--- src/hdl/uif_pkg.sv ---
// uif_pkg: register map, field positions and timing constants of the usb event flag block
// assumes a 100 MHz module clock and a 32-bit apb register port
package uif_pkg;
    localparam int unsigned CLK_HZ = 100_000_000;
    localparam int unsigned ADDR_W = 8;
    localparam int unsigned DATA_W = 32;
    localparam int unsigned FLAG_W = 8;
    // register byte addresses
    localparam logic [ADDR_W-1:0] OFF_EVENT_FLAGS = 8'h00;
    localparam logic [ADDR_W-1:0] OFF_EVENT_ENABLES = 8'h04;
    localparam logic [ADDR_W-1:0] OFF_ERROR_FLAGS = 8'h08;
    localparam logic [ADDR_W-1:0] OFF_ERROR_ENABLES = 8'h0C;
    localparam logic [ADDR_W-1:0] OFF_CONTROL = 8'h10;
    // event flag bit positions
    localparam int unsigned BIT_STALL = 7;
    localparam int unsigned BIT_CONNECT = 6;
    localparam int unsigned BIT_WAKEUP = 5;
    localparam int unsigned BIT_QUIET = 4;
    localparam int unsigned BIT_TOKEN = 3;
    localparam int unsigned BIT_FRAME = 2;
    localparam int unsigned BIT_ERROR = 1;
    localparam int unsigned BIT_RESET_DETACH = 0;
    // control register fields
    localparam int unsigned CTL_HOST = 0;
    localparam int unsigned CTL_SUSPEND = 1;
    localparam logic [FLAG_W-1:0] FLAGS_RESET = 8'h00;
    localparam logic [FLAG_W-1:0] ERROR_W1C_MASK = 8'hFF;
    localparam logic [FLAG_W-1:0] EVENT_W1C_MASK = 8'hFD;
    // timing
    localparam int unsigned ATTACH_QUIET_NS = 2500;
    localparam int unsigned WAKEUP_K_NS = 2500;
    localparam int unsigned IDLE_US = 3000;
    localparam int unsigned ATTACH_QUIET_CYC = (ATTACH_QUIET_NS * (CLK_HZ / 1_000_000) + 999) / 1000;
    localparam int unsigned WAKEUP_K_CYC = (WAKEUP_K_NS * (CLK_HZ / 1_000_000) + 999) / 1000;
    localparam int unsigned IDLE_CYC = IDLE_US * (CLK_HZ / 1_000_000);
endpackage : uif_pkg

--- src/hdl/uif_event_flags.sv ---
// uif_event_flags: usb event flags, enables, error summary and interrupt request with an apb slave
// assumes engine event inputs are same-clock pulses, line-state inputs come from pins
//
// Our own choices: the APB register port and the address map.
`timescale 1ns/100ps
`default_nettype none
module uif_event_flags
    import uif_pkg::*;
#(
    parameter int unsigned IDLE_CYCLES = IDLE_CYC
) (
    input wire logic mclk_i,
    input wire logic reset_n_i,
    input wire logic psel_i,
    input wire logic penable_i,
    input wire logic pwrite_i,
    input wire logic [ADDR_W-1:0] paddr_i,
    input wire logic [DATA_W-1:0] pwdata_i,
    output logic [DATA_W-1:0] prdata_o,
    output logic pready_o,
    output logic pslverr_o,
    input wire logic stall_event_i,
    input wire logic frame_start_event_i,
    input wire logic bus_reset_event_i,
    input wire logic disconnect_event_i,
    input wire logic token_done_event_i,
    input wire logic [FLAG_W-1:0] error_event_i,
    input wire logic line_se0_i,
    input wire logic line_j_i,
    input wire logic line_k_i,
    input wire logic bus_activity_i,
    output logic status_fifo_advance_o,
    output logic usb_irq_request_o,
    output logic host_role_enable_o
);
    // refuse counts that the counters cannot serve
    if (IDLE_CYCLES < 1) begin : g_idle_check
        $error("IDLE_CYCLES must be at least one");
    end
    if (ATTACH_QUIET_CYC < 1 || WAKEUP_K_CYC < 1) begin : g_line_check
        $error("line timing counts must be at least one");
    end

    // one width serves all three line timers, with room for the overshoot step
    localparam int unsigned LINE_TOP = (ATTACH_QUIET_CYC > WAKEUP_K_CYC) ? ATTACH_QUIET_CYC : WAKEUP_K_CYC;
    localparam int unsigned CNT_TOP = (LINE_TOP > IDLE_CYCLES) ? LINE_TOP : IDLE_CYCLES;
    localparam int unsigned CNT_W = $clog2(CNT_TOP + 2) + 1;
    localparam logic [CNT_W-1:0] QUIET_MAX = CNT_W'(ATTACH_QUIET_CYC);
    localparam logic [CNT_W-1:0] K_MAX = CNT_W'(WAKEUP_K_CYC);
    localparam logic [CNT_W-1:0] IDLE_MAX = CNT_W'(IDLE_CYCLES);

    logic [FLAG_W-1:0] usb_event_flags_reg;
    logic [FLAG_W-1:0] usb_event_enables_reg;
    logic [FLAG_W-1:0] error_flags_reg;
    logic [FLAG_W-1:0] error_enable_register_reg;
    logic host_role_enable_reg;
    logic suspend_reg;
    logic [1:0] se0_sync_reg;
    logic [1:0] j_sync_reg;
    logic [1:0] k_sync_reg;
    logic [1:0] act_sync_reg;
    logic [CNT_W-1:0] quiet_cnt_reg;
    logic [CNT_W-1:0] k_cnt_reg;
    logic [CNT_W-1:0] idle_cnt_reg;
    logic attached_reg;
    logic [DATA_W-1:0] prdata_reg;
    logic pready_reg;
    logic pslverr_reg;
    logic advance_reg;
    logic irq_reg;

    logic wr_access;
    logic rd_access;
    logic addr_ok;
    logic [FLAG_W-1:0] wr_byte;
    logic se0_s;
    logic j_s;
    logic k_s;
    logic act_s;
    logic [FLAG_W-1:0] ev_set;
    logic [FLAG_W-1:0] ev_clr;
    logic [FLAG_W-1:0] err_clr;
    logic connect_evt;
    logic wakeup_evt;
    logic quiet_evt;
    logic error_summary;
    logic wr_flags;
    logic wr_enables;
    logic wr_err_flags;
    logic wr_err_enables;
    logic wr_control;
    logic [DATA_W-1:0] rd_mux;

    // two-cycle apb access phase, the access acts in its first cycle and pready answers in the second
    assign wr_access = psel_i & penable_i & pwrite_i & ~pready_reg;
    assign rd_access = psel_i & penable_i & ~pwrite_i & ~pready_reg;
    assign wr_byte = pwdata_i[FLAG_W-1:0];
    assign addr_ok = (paddr_i == OFF_EVENT_FLAGS) | (paddr_i == OFF_EVENT_ENABLES)
        | (paddr_i == OFF_ERROR_FLAGS) | (paddr_i == OFF_ERROR_ENABLES) | (paddr_i == OFF_CONTROL);

    // one decode per register keeps each write block to its own concern
    assign wr_flags = wr_access & (paddr_i == OFF_EVENT_FLAGS);
    assign wr_enables = wr_access & (paddr_i == OFF_EVENT_ENABLES);
    assign wr_err_flags = wr_access & (paddr_i == OFF_ERROR_FLAGS);
    assign wr_err_enables = wr_access & (paddr_i == OFF_ERROR_ENABLES);
    assign wr_control = wr_access & (paddr_i == OFF_CONTROL);

    // pin inputs pass two flops before any logic reads them
    always_ff @(posedge mclk_i) begin
        if (!reset_n_i) begin
            se0_sync_reg <= 2'h0;
            j_sync_reg <= 2'h0;
            k_sync_reg <= 2'h0;
            act_sync_reg <= 2'h0;
        end else begin
            se0_sync_reg <= {se0_sync_reg[0], line_se0_i};
            j_sync_reg <= {j_sync_reg[0], line_j_i};
            k_sync_reg <= {k_sync_reg[0], line_k_i};
            act_sync_reg <= {act_sync_reg[0], bus_activity_i};
        end
    end
    // only the second stage feeds logic, the first may be metastable
    assign se0_s = se0_sync_reg[1];
    assign j_s = j_sync_reg[1];
    assign k_s = k_sync_reg[1];
    assign act_s = act_sync_reg[1];

    always_ff @(posedge mclk_i) begin
        if (!reset_n_i) begin
            quiet_cnt_reg <= '0;
        end else if (act_s | se0_s) begin
            quiet_cnt_reg <= '0;
        end else if (quiet_cnt_reg < QUIET_MAX) begin
            quiet_cnt_reg <= quiet_cnt_reg + CNT_W'(1);
        end
    end
    // attach fires once per connection, rearmed by se0
    always_ff @(posedge mclk_i) begin
        if (!reset_n_i) begin
            attached_reg <= 1'b0;
        end else if (se0_s | ~host_role_enable_reg) begin
            attached_reg <= 1'b0;
        end else if (connect_evt) begin
            attached_reg <= 1'b1;
        end
    end
    assign connect_evt = host_role_enable_reg & ~se0_s & ~attached_reg & (quiet_cnt_reg == QUIET_MAX);

    // counting one past the limit stops a second pulse in the same stretch
    // k-state persistence count
    always_ff @(posedge mclk_i) begin
        if (!reset_n_i) begin
            k_cnt_reg <= '0;
        end else if (!k_s) begin
            k_cnt_reg <= '0;
        end else if (k_cnt_reg <= K_MAX) begin
            k_cnt_reg <= k_cnt_reg + CNT_W'(1);
        end
    end
    assign wakeup_evt = k_s & (k_cnt_reg == K_MAX);

    // a long idle stretch parks the count instead of wrapping and refiring
    // idle (j-state) count, pulses once per idle stretch
    always_ff @(posedge mclk_i) begin
        if (!reset_n_i) begin
            idle_cnt_reg <= '0;
        end else if (!j_s || act_s) begin
            idle_cnt_reg <= '0;
        end else if (idle_cnt_reg <= IDLE_MAX) begin
            idle_cnt_reg <= idle_cnt_reg + CNT_W'(1);
        end
    end
    assign quiet_evt = j_s & ~act_s & (idle_cnt_reg == IDLE_MAX);

    // only enabled error flags feed the summary
    assign error_summary = |(error_flags_reg & error_enable_register_reg);

    always_comb begin
        // bit 1 stays clear here; the summary path owns it
        ev_set = '0;
        ev_set[BIT_STALL] = stall_event_i;
        ev_set[BIT_CONNECT] = connect_evt;
        ev_set[BIT_WAKEUP] = wakeup_evt;
        ev_set[BIT_QUIET] = quiet_evt;
        ev_set[BIT_TOKEN] = token_done_event_i;
        ev_set[BIT_FRAME] = frame_start_event_i;
        ev_set[BIT_RESET_DETACH] = host_role_enable_reg ? disconnect_event_i : bus_reset_event_i;
    end

    // write one clears; error summary bit is read-only
    // the summary bit is masked out of the clear
    assign ev_clr = wr_flags ? (wr_byte & EVENT_W1C_MASK) : '0;
    assign err_clr = wr_err_flags ? (wr_byte & ERROR_W1C_MASK) : '0;

    // set wins over a same-cycle clear
    always_ff @(posedge mclk_i) begin
        if (!reset_n_i) begin
            usb_event_flags_reg <= FLAGS_RESET;
        end else begin
            usb_event_flags_reg <= (usb_event_flags_reg & ~ev_clr) | ev_set;
            usb_event_flags_reg[BIT_ERROR] <= error_summary;
        end
    end

    // error flags, set wins over a same-cycle clear
    always_ff @(posedge mclk_i) begin
        if (!reset_n_i) begin
            error_flags_reg <= FLAGS_RESET;
        end else begin
            error_flags_reg <= (error_flags_reg & ~err_clr) | error_event_i;
        end
    end

    // token-done clear advances the status fifo
    // a clear of an already clear flag does not step the fifo
    always_ff @(posedge mclk_i) begin
        if (!reset_n_i) begin
            advance_reg <= 1'b0;
        end else begin
            advance_reg <= ev_clr[BIT_TOKEN] & usb_event_flags_reg[BIT_TOKEN];
        end
    end

    always_ff @(posedge mclk_i) begin
        if (!reset_n_i) begin
            usb_event_enables_reg <= FLAGS_RESET;
        end else if (wr_enables) begin
            usb_event_enables_reg <= wr_byte;
        end
    end

    always_ff @(posedge mclk_i) begin
        if (!reset_n_i) begin
            error_enable_register_reg <= FLAGS_RESET;
        end else if (wr_err_enables) begin
            error_enable_register_reg <= wr_byte;
        end
    end

    // suspend is only stored; it gates nothing in this block
    always_ff @(posedge mclk_i) begin
        if (!reset_n_i) begin
            host_role_enable_reg <= 1'b0;
            suspend_reg <= 1'b0;
        end else if (wr_control) begin
            host_role_enable_reg <= pwdata_i[CTL_HOST];
            suspend_reg <= pwdata_i[CTL_SUSPEND];
        end
    end

    // registered so the request never glitches on a decode
    // irq is or of gated flags
    always_ff @(posedge mclk_i) begin
        if (!reset_n_i) begin
            irq_reg <= 1'b0;
        end else begin
            irq_reg <= |(usb_event_flags_reg & usb_event_enables_reg);
        end
    end

    always_comb begin
        rd_mux = '0;
        case (paddr_i)
            OFF_EVENT_FLAGS: rd_mux = {{(DATA_W-FLAG_W){1'b0}}, usb_event_flags_reg};
            OFF_EVENT_ENABLES: rd_mux = {{(DATA_W-FLAG_W){1'b0}}, usb_event_enables_reg};
            OFF_ERROR_FLAGS: rd_mux = {{(DATA_W-FLAG_W){1'b0}}, error_flags_reg};
            OFF_ERROR_ENABLES: rd_mux = {{(DATA_W-FLAG_W){1'b0}}, error_enable_register_reg};
            OFF_CONTROL: rd_mux = {{(DATA_W-2){1'b0}}, suspend_reg, host_role_enable_reg};
            default: rd_mux = '0;
        endcase
    end

    // read data is zero outside the answer cycle
    always_ff @(posedge mclk_i) begin
        if (!reset_n_i) begin
            prdata_reg <= '0;
        end else if (rd_access) begin
            prdata_reg <= rd_mux;
        end else begin
            prdata_reg <= '0;
        end
    end

    // one wait state: answer the cycle after the access phase opens
    always_ff @(posedge mclk_i) begin
        if (!reset_n_i) begin
            pready_reg <= 1'b0;
        end else begin
            pready_reg <= psel_i & penable_i & ~pready_reg;
        end
    end

    // unmapped addresses answer with an error; writes there land nowhere
    always_ff @(posedge mclk_i) begin
        if (!reset_n_i) begin
            pslverr_reg <= 1'b0;
        end else begin
            pslverr_reg <= psel_i & penable_i & ~pready_reg & ~addr_ok;
        end
    end

    // every output comes straight from a flop
    assign prdata_o = prdata_reg;
    assign pready_o = pready_reg;
    assign pslverr_o = pslverr_reg;
    assign status_fifo_advance_o = advance_reg;
    assign usb_irq_request_o = irq_reg;
    assign host_role_enable_o = host_role_enable_reg;
endmodule : uif_event_flags
`default_nettype wire

--- config.mk ---
export PLATFORM = sky130hd
export DESIGN_NAME = uif_event_flags
export DESIGN_NICKNAME = d
export VERILOG_FILES = /design/src/hdl/uif_pkg.sv /design/src/hdl/uif_event_flags.sv
export SDC_FILE = /design/constraint.sdc
export NUM_CORES = 1
export LEC_CHECK = 0
export BUFFER_PORTS_ARGS = -buffer_cell sky130_fd_sc_hd__buf_2
export CAP_MARGIN = 20
export CORE_UTILIZATION = 55
export CTS_CLUSTER_DIAMETER = 30
export DETAILED_ROUTE_END_ITERATION = 12
export PLACE_DENSITY = 0.79
export SETUP_SLACK_MARGIN = 0.2
export SLEW_MARGIN = 10
export SYNTH_ARGS = -nofsm -noshare
export SYNTH_HDL_FRONTEND = slang
export SYNTH_SLANG_ARGS = --single-unit
--- constraint.sdc ---
create_clock -name mclk_i -period 2 [get_ports mclk_i]
set_input_delay 0.2 -clock mclk_i [delete_from_list [all_inputs] [get_ports mclk_i]]
set_output_delay 0.2 -clock mclk_i [all_outputs]
set_load 0.01 [all_outputs]
==> flow_metrics.env <==
export IMPL_report_final_setup_viol=0
export IMPL_nNetsFinal=661
export IMPL_postSynth_asyncResetShare_pct=0
export IMPL_timing_max_cap_violations=0
export IMPL_routedWlPerCell_um=15.4
export IMPL_die_width_um=96.5
export IMPL_synth_lib_cells_used_distinct=52
export IMPL_tritoncts_clock_tree="built"
export IMPL_antenna_found_initial=0
export IMPL_clockBufferDepth=2
export IMPL_rows=34
export IMPL_route_detailed_vias_per_inst=5.61
export IMPL_initialDrtViolationCount=187
export IMPL_postSynthAreaPerCell_um2=9.64
export IMPL_fin_crit_sh_pct=86.3
export IMPL_clk_latency_ns=0.52
export IMPL_crit_type="reg -> reg"
export IMPL_regToRegSetupSlack_ns=0.27
export IMPL_totalPowerFinal_mw=5.48
export IMPL_io_buffers=50
export IMPL_globalRoute_totalOverflow=0
export IMPL_die_area_um2=9320
export IMPL_ir_worst_vdd_mv=0.680
export IMPL_multi_input_area_um2=2460
export IMPL_syn2layout_area_growth_pct=23.6
export IMPL_cts_htree_levels=4
export IMPL_ioPinCount=99
export IMPL_smallest_hold_slack_ns=0.0238
export IMPL_grt_setup_unrepaired="yes"
export IMPL_vias_in_the_first_global_route=3817
export IMPL_number_of_pins_with_negative_max_slew_slack_in_the_final_report=0
export IMPL_skew_ns=0.00890
export IMPL_timing_hold_violations_final=0
export IMPL_drc_errors=0
export IMPL_dpl_cell_count=659
export IMPL_initial_utilization_pct=56.6
export IMPL_fin_util_pct=70.0
export IMPL_die_y_extent_um=96.5
export IMPL_vias=4003
export IMPL_count_of_flip_flops_with_a_built_in_enable_after_synthesis=0
export IMPL_layout_drive_gt1_share_pct=20.3
export IMPL_dp_hpwl_um=6850
export IMPL_cts_repair_timing_setup_buffer_count=0
export IMPL_detailed_route_wl_um=11000
export IMPL_slew_limit_headroom_pct=43.3
export IMPL_power_per_cell_area_nw_per_um2=902
export IMPL_cts_buffers_inserted=17
export IMPL_grt_pass1_wl_um=17700
export IMPL_fin_cells=714
export IMPL_grt_usage_pct=25.3
export IMPL_synth_ff_latch_count=115
export IMPL_timing_critical_path_fanout_max=6
export IMPL_fill_cells=638
export IMPL_timing_hold_worst_class="in -> reg"
export IMPL_clockRootBuffer="sky130_fd_sc_hd__clkbuf_8"
export IMPL_yosysWarningCount=0
export IMPL_fmaxAchievable_ghz=0.579
export IMPL_worstPathRequired_ns=2.39
export IMPL_detailedPlace_worstSlack_ns=0.0772
export IMPL_cts_clk_slew_worst_paths_ns=0.05
export IMPL_tritoncts_sink_count=115
export IMPL_layout_cell_area_non_filler_um2=6080
export IMPL_setup_slack_ns=0.274
export IMPL_mappedNetlistArea_um2=4920
export IMPL_detail_route_antenna_nets=0
export IMPL_antenna_diode_count=0
export IMPL_leakage_nw=2.47
export IMPL_fin_tns_setup_ns=0
export IMPL_synth_main_ff_cell="sky130_fd_sc_hd__dfxtp_1"
export IMPL_min_period_ns=1.73
export IMPL_worstMarginPinSlew_ns=0.844
export IMPL_placed_cell_area_um2=5210
export IMPL_number_of_instances_in_the_synthesized_netlist=510
export IMPL_seqCellArea_um2=2310
export IMPL_place_gp_congestion=0.867
export IMPL_critPathLaunchType="register"
export IMPL_part_of_the_yosys_area_used_for_sequential_elements_pct=46.8
export IMPL_drt_pass1_iter_count=5
export IMPL_run_status="finished, final reports clean"
export IMPL_cp_arrival_ns=2.11
export IMPL_core_area_um2=8680
export IMPL_crit_path_end_kind="register"
export IMPL_grt_max_degree=34
final cells by class:
class,instances,area share (%)
multi-input combinational,366,40.5
clock inverter,9,1.71
clock buffer,23,7.68
tap,108,2.22
inverter,8,0.494
sequential,115,37.9
timing repair buffer,85,9.45
synth_stat cells, types with 5 or more instances:
cell	instances	area share (%)
sky130_fd_sc_hd__a21boi_0	14	2.1
sky130_fd_sc_hd__a21oi_1	23	2.3
sky130_fd_sc_hd__a22oi_1	8	1.2
sky130_fd_sc_hd__and2_1	22	2.8
sky130_fd_sc_hd__and3_1	16	2.0
sky130_fd_sc_hd__and4_1	5	0.89
sky130_fd_sc_hd__buf_2	6	0.61
sky130_fd_sc_hd__buf_4	24	3.7
sky130_fd_sc_hd__clkbuf_1	11	0.84
sky130_fd_sc_hd__dfxtp_1	115	47
sky130_fd_sc_hd__ha_1	6	1.5
sky130_fd_sc_hd__inv_1	8	0.61
sky130_fd_sc_hd__mux2i_1	24	4.9
sky130_fd_sc_hd__mux4_2	6	2.7
sky130_fd_sc_hd__nand2_1	29	2.2
sky130_fd_sc_hd__nand3_1	13	1.3
sky130_fd_sc_hd__nor2_1	47	3.6
sky130_fd_sc_hd__nor2b_1	7	0.89
sky130_fd_sc_hd__nor3_1	5	0.51
sky130_fd_sc_hd__nor4_1	10	1.3
sky130_fd_sc_hd__o21a_1	15	2.3
sky130_fd_sc_hd__o21ai_0	21	2.1
sky130_fd_sc_hd__or2_2	6	0.76
sky130_fd_sc_hd__or3_1	11	1.4
sky130_fd_sc_hd__xnor2_1	9	1.6
placed cells by master, fill, tap and decap left out, types with 3 or more instances in the layout:
| cell type | count |
|---|---|
| sky130_fd_sc_hd__dfxtp_1 | 112 |
| sky130_fd_sc_hd__buf_2 | 50 |
| sky130_fd_sc_hd__nor2_1 | 46 |
| sky130_fd_sc_hd__nand2_1 | 29 |
| sky130_fd_sc_hd__mux2i_1 | 24 |
| sky130_fd_sc_hd__conb_1 | 24 |
| sky130_fd_sc_hd__a21oi_1 | 23 |
| sky130_fd_sc_hd__dlygate4sd3_1 | 23 |
| sky130_fd_sc_hd__and2_1 | 22 |
| sky130_fd_sc_hd__o21ai_0 | 21 |
| sky130_fd_sc_hd__and3_1 | 16 |
| sky130_fd_sc_hd__clkbuf_16 | 16 |
| sky130_fd_sc_hd__a21boi_0 | 14 |
| sky130_fd_sc_hd__o21a_1 | 14 |
| sky130_fd_sc_hd__nand3_1 | 12 |
| sky130_fd_sc_hd__or3_1 | 11 |
| sky130_fd_sc_hd__buf_4 | 11 |
| sky130_fd_sc_hd__nor4_1 | 9 |
| sky130_fd_sc_hd__xnor2_1 | 9 |
| sky130_fd_sc_hd__inv_1 | 8 |
| sky130_fd_sc_hd__a22oi_1 | 8 |
| sky130_fd_sc_hd__nor2b_1 | 7 |
| sky130_fd_sc_hd__or2_2 | 6 |
| sky130_fd_sc_hd__mux4_2 | 6 |
| sky130_fd_sc_hd__ha_1 | 6 |
| sky130_fd_sc_hd__nor3_1 | 5 |
| sky130_fd_sc_hd__and4_1 | 5 |
| sky130_fd_sc_hd__xor2_1 | 4 |
| sky130_fd_sc_hd__o211ai_1 | 4 |
| sky130_fd_sc_hd__clkbuf_8 | 4 |
| sky130_fd_sc_hd__clkinv_2 | 4 |
| sky130_fd_sc_hd__nand4_1 | 3 |
| sky130_fd_sc_hd__nand3b_1 | 3 |
| sky130_fd_sc_hd__a2111o_1 | 3 |
| sky130_fd_sc_hd__clkbuf_1 | 3 |
| sky130_fd_sc_hd__dfxtp_2 | 3 |
path summary, 6_finish.rpt:
path,to,startpoint,depth (start not counted)
max,idle_cnt_reg[4]$_SDFFE_PP0P_,idle_cnt_reg[0]$_SDFFE_PP0P_,7
min,usb_event_flags_reg[0]$_SDFF_PN0_,disconnect_event_i,3
max reg2reg,idle_cnt_reg[4]$_SDFFE_PP0P_,idle_cnt_reg[0]$_SDFFE_PP0P_,7
min reg2reg,k_sync_reg[1]$_SDFF_PN0_,k_sync_reg[0]$_SDFF_PN0_,1
cells by family (layout without fill, tap and decap cells):
family / count (synthesis) / count (layout) / synth area share (%)
AOI/OAI and AO/OA: 98 / 98 / 13.2
buffers and inverters: 52 / 125 / 6.11
other: 1 / 24 / 0.0763
and+or+nand+nor: 194 / 194 / 22.1
muxes: 31 / 31 / 7.86
xor gates and xnor gates: 13 / 13 / 2.32
DFF: 115 / 115 / 46.8
adders and majority gates: 6 / 6 / 1.53
layer usage:
layer	GRT usage, %	wire [um]	vias to the layer above	part of all wire (%)
met2	43.9	5690	112	52
li1	-	-	1948	-
met1	29.1	4650	1920	42
met5	0	0	-	0
met3	6.89	473	23	4.3
met4	11.3	203	0	1.8
worst max-delay path: stages, from the launching register on:
cell and delay, ns:
sky130_fd_sc_hd__dfxtp_1 0.34, sky130_fd_sc_hd__inv_1 0.09, sky130_fd_sc_hd__ha_1 0.17, sky130_fd_sc_hd__nor4b_4 0.32, sky130_fd_sc_hd__nand4_4 0.20, sky130_fd_sc_hd__buf_4 0.20, sky130_fd_sc_hd__a21oi_1 0.15, sky130_fd_sc_hd__o21ai_0 0.13
where the power goes:
part | switching [mW] | leakage (nW) | internal, mW
clock | 1.02 | 0.278 | 1.86
combinational | 0.125 | 1.26 | 0.118
sequential | 0.0270 | 0.934 | 2.33
total | 1.17 | 2.47 | 4.31
repair_timing:
item                                    4_1_cts  5_1_grt
endpoints found under the setup margin        5       22
gates resized for setup                       3       13
pin swaps                                     0        4
hold buffers                                 23        0
hold endpoints to repair                     32        0
Power figures use the tool's default switching activity.
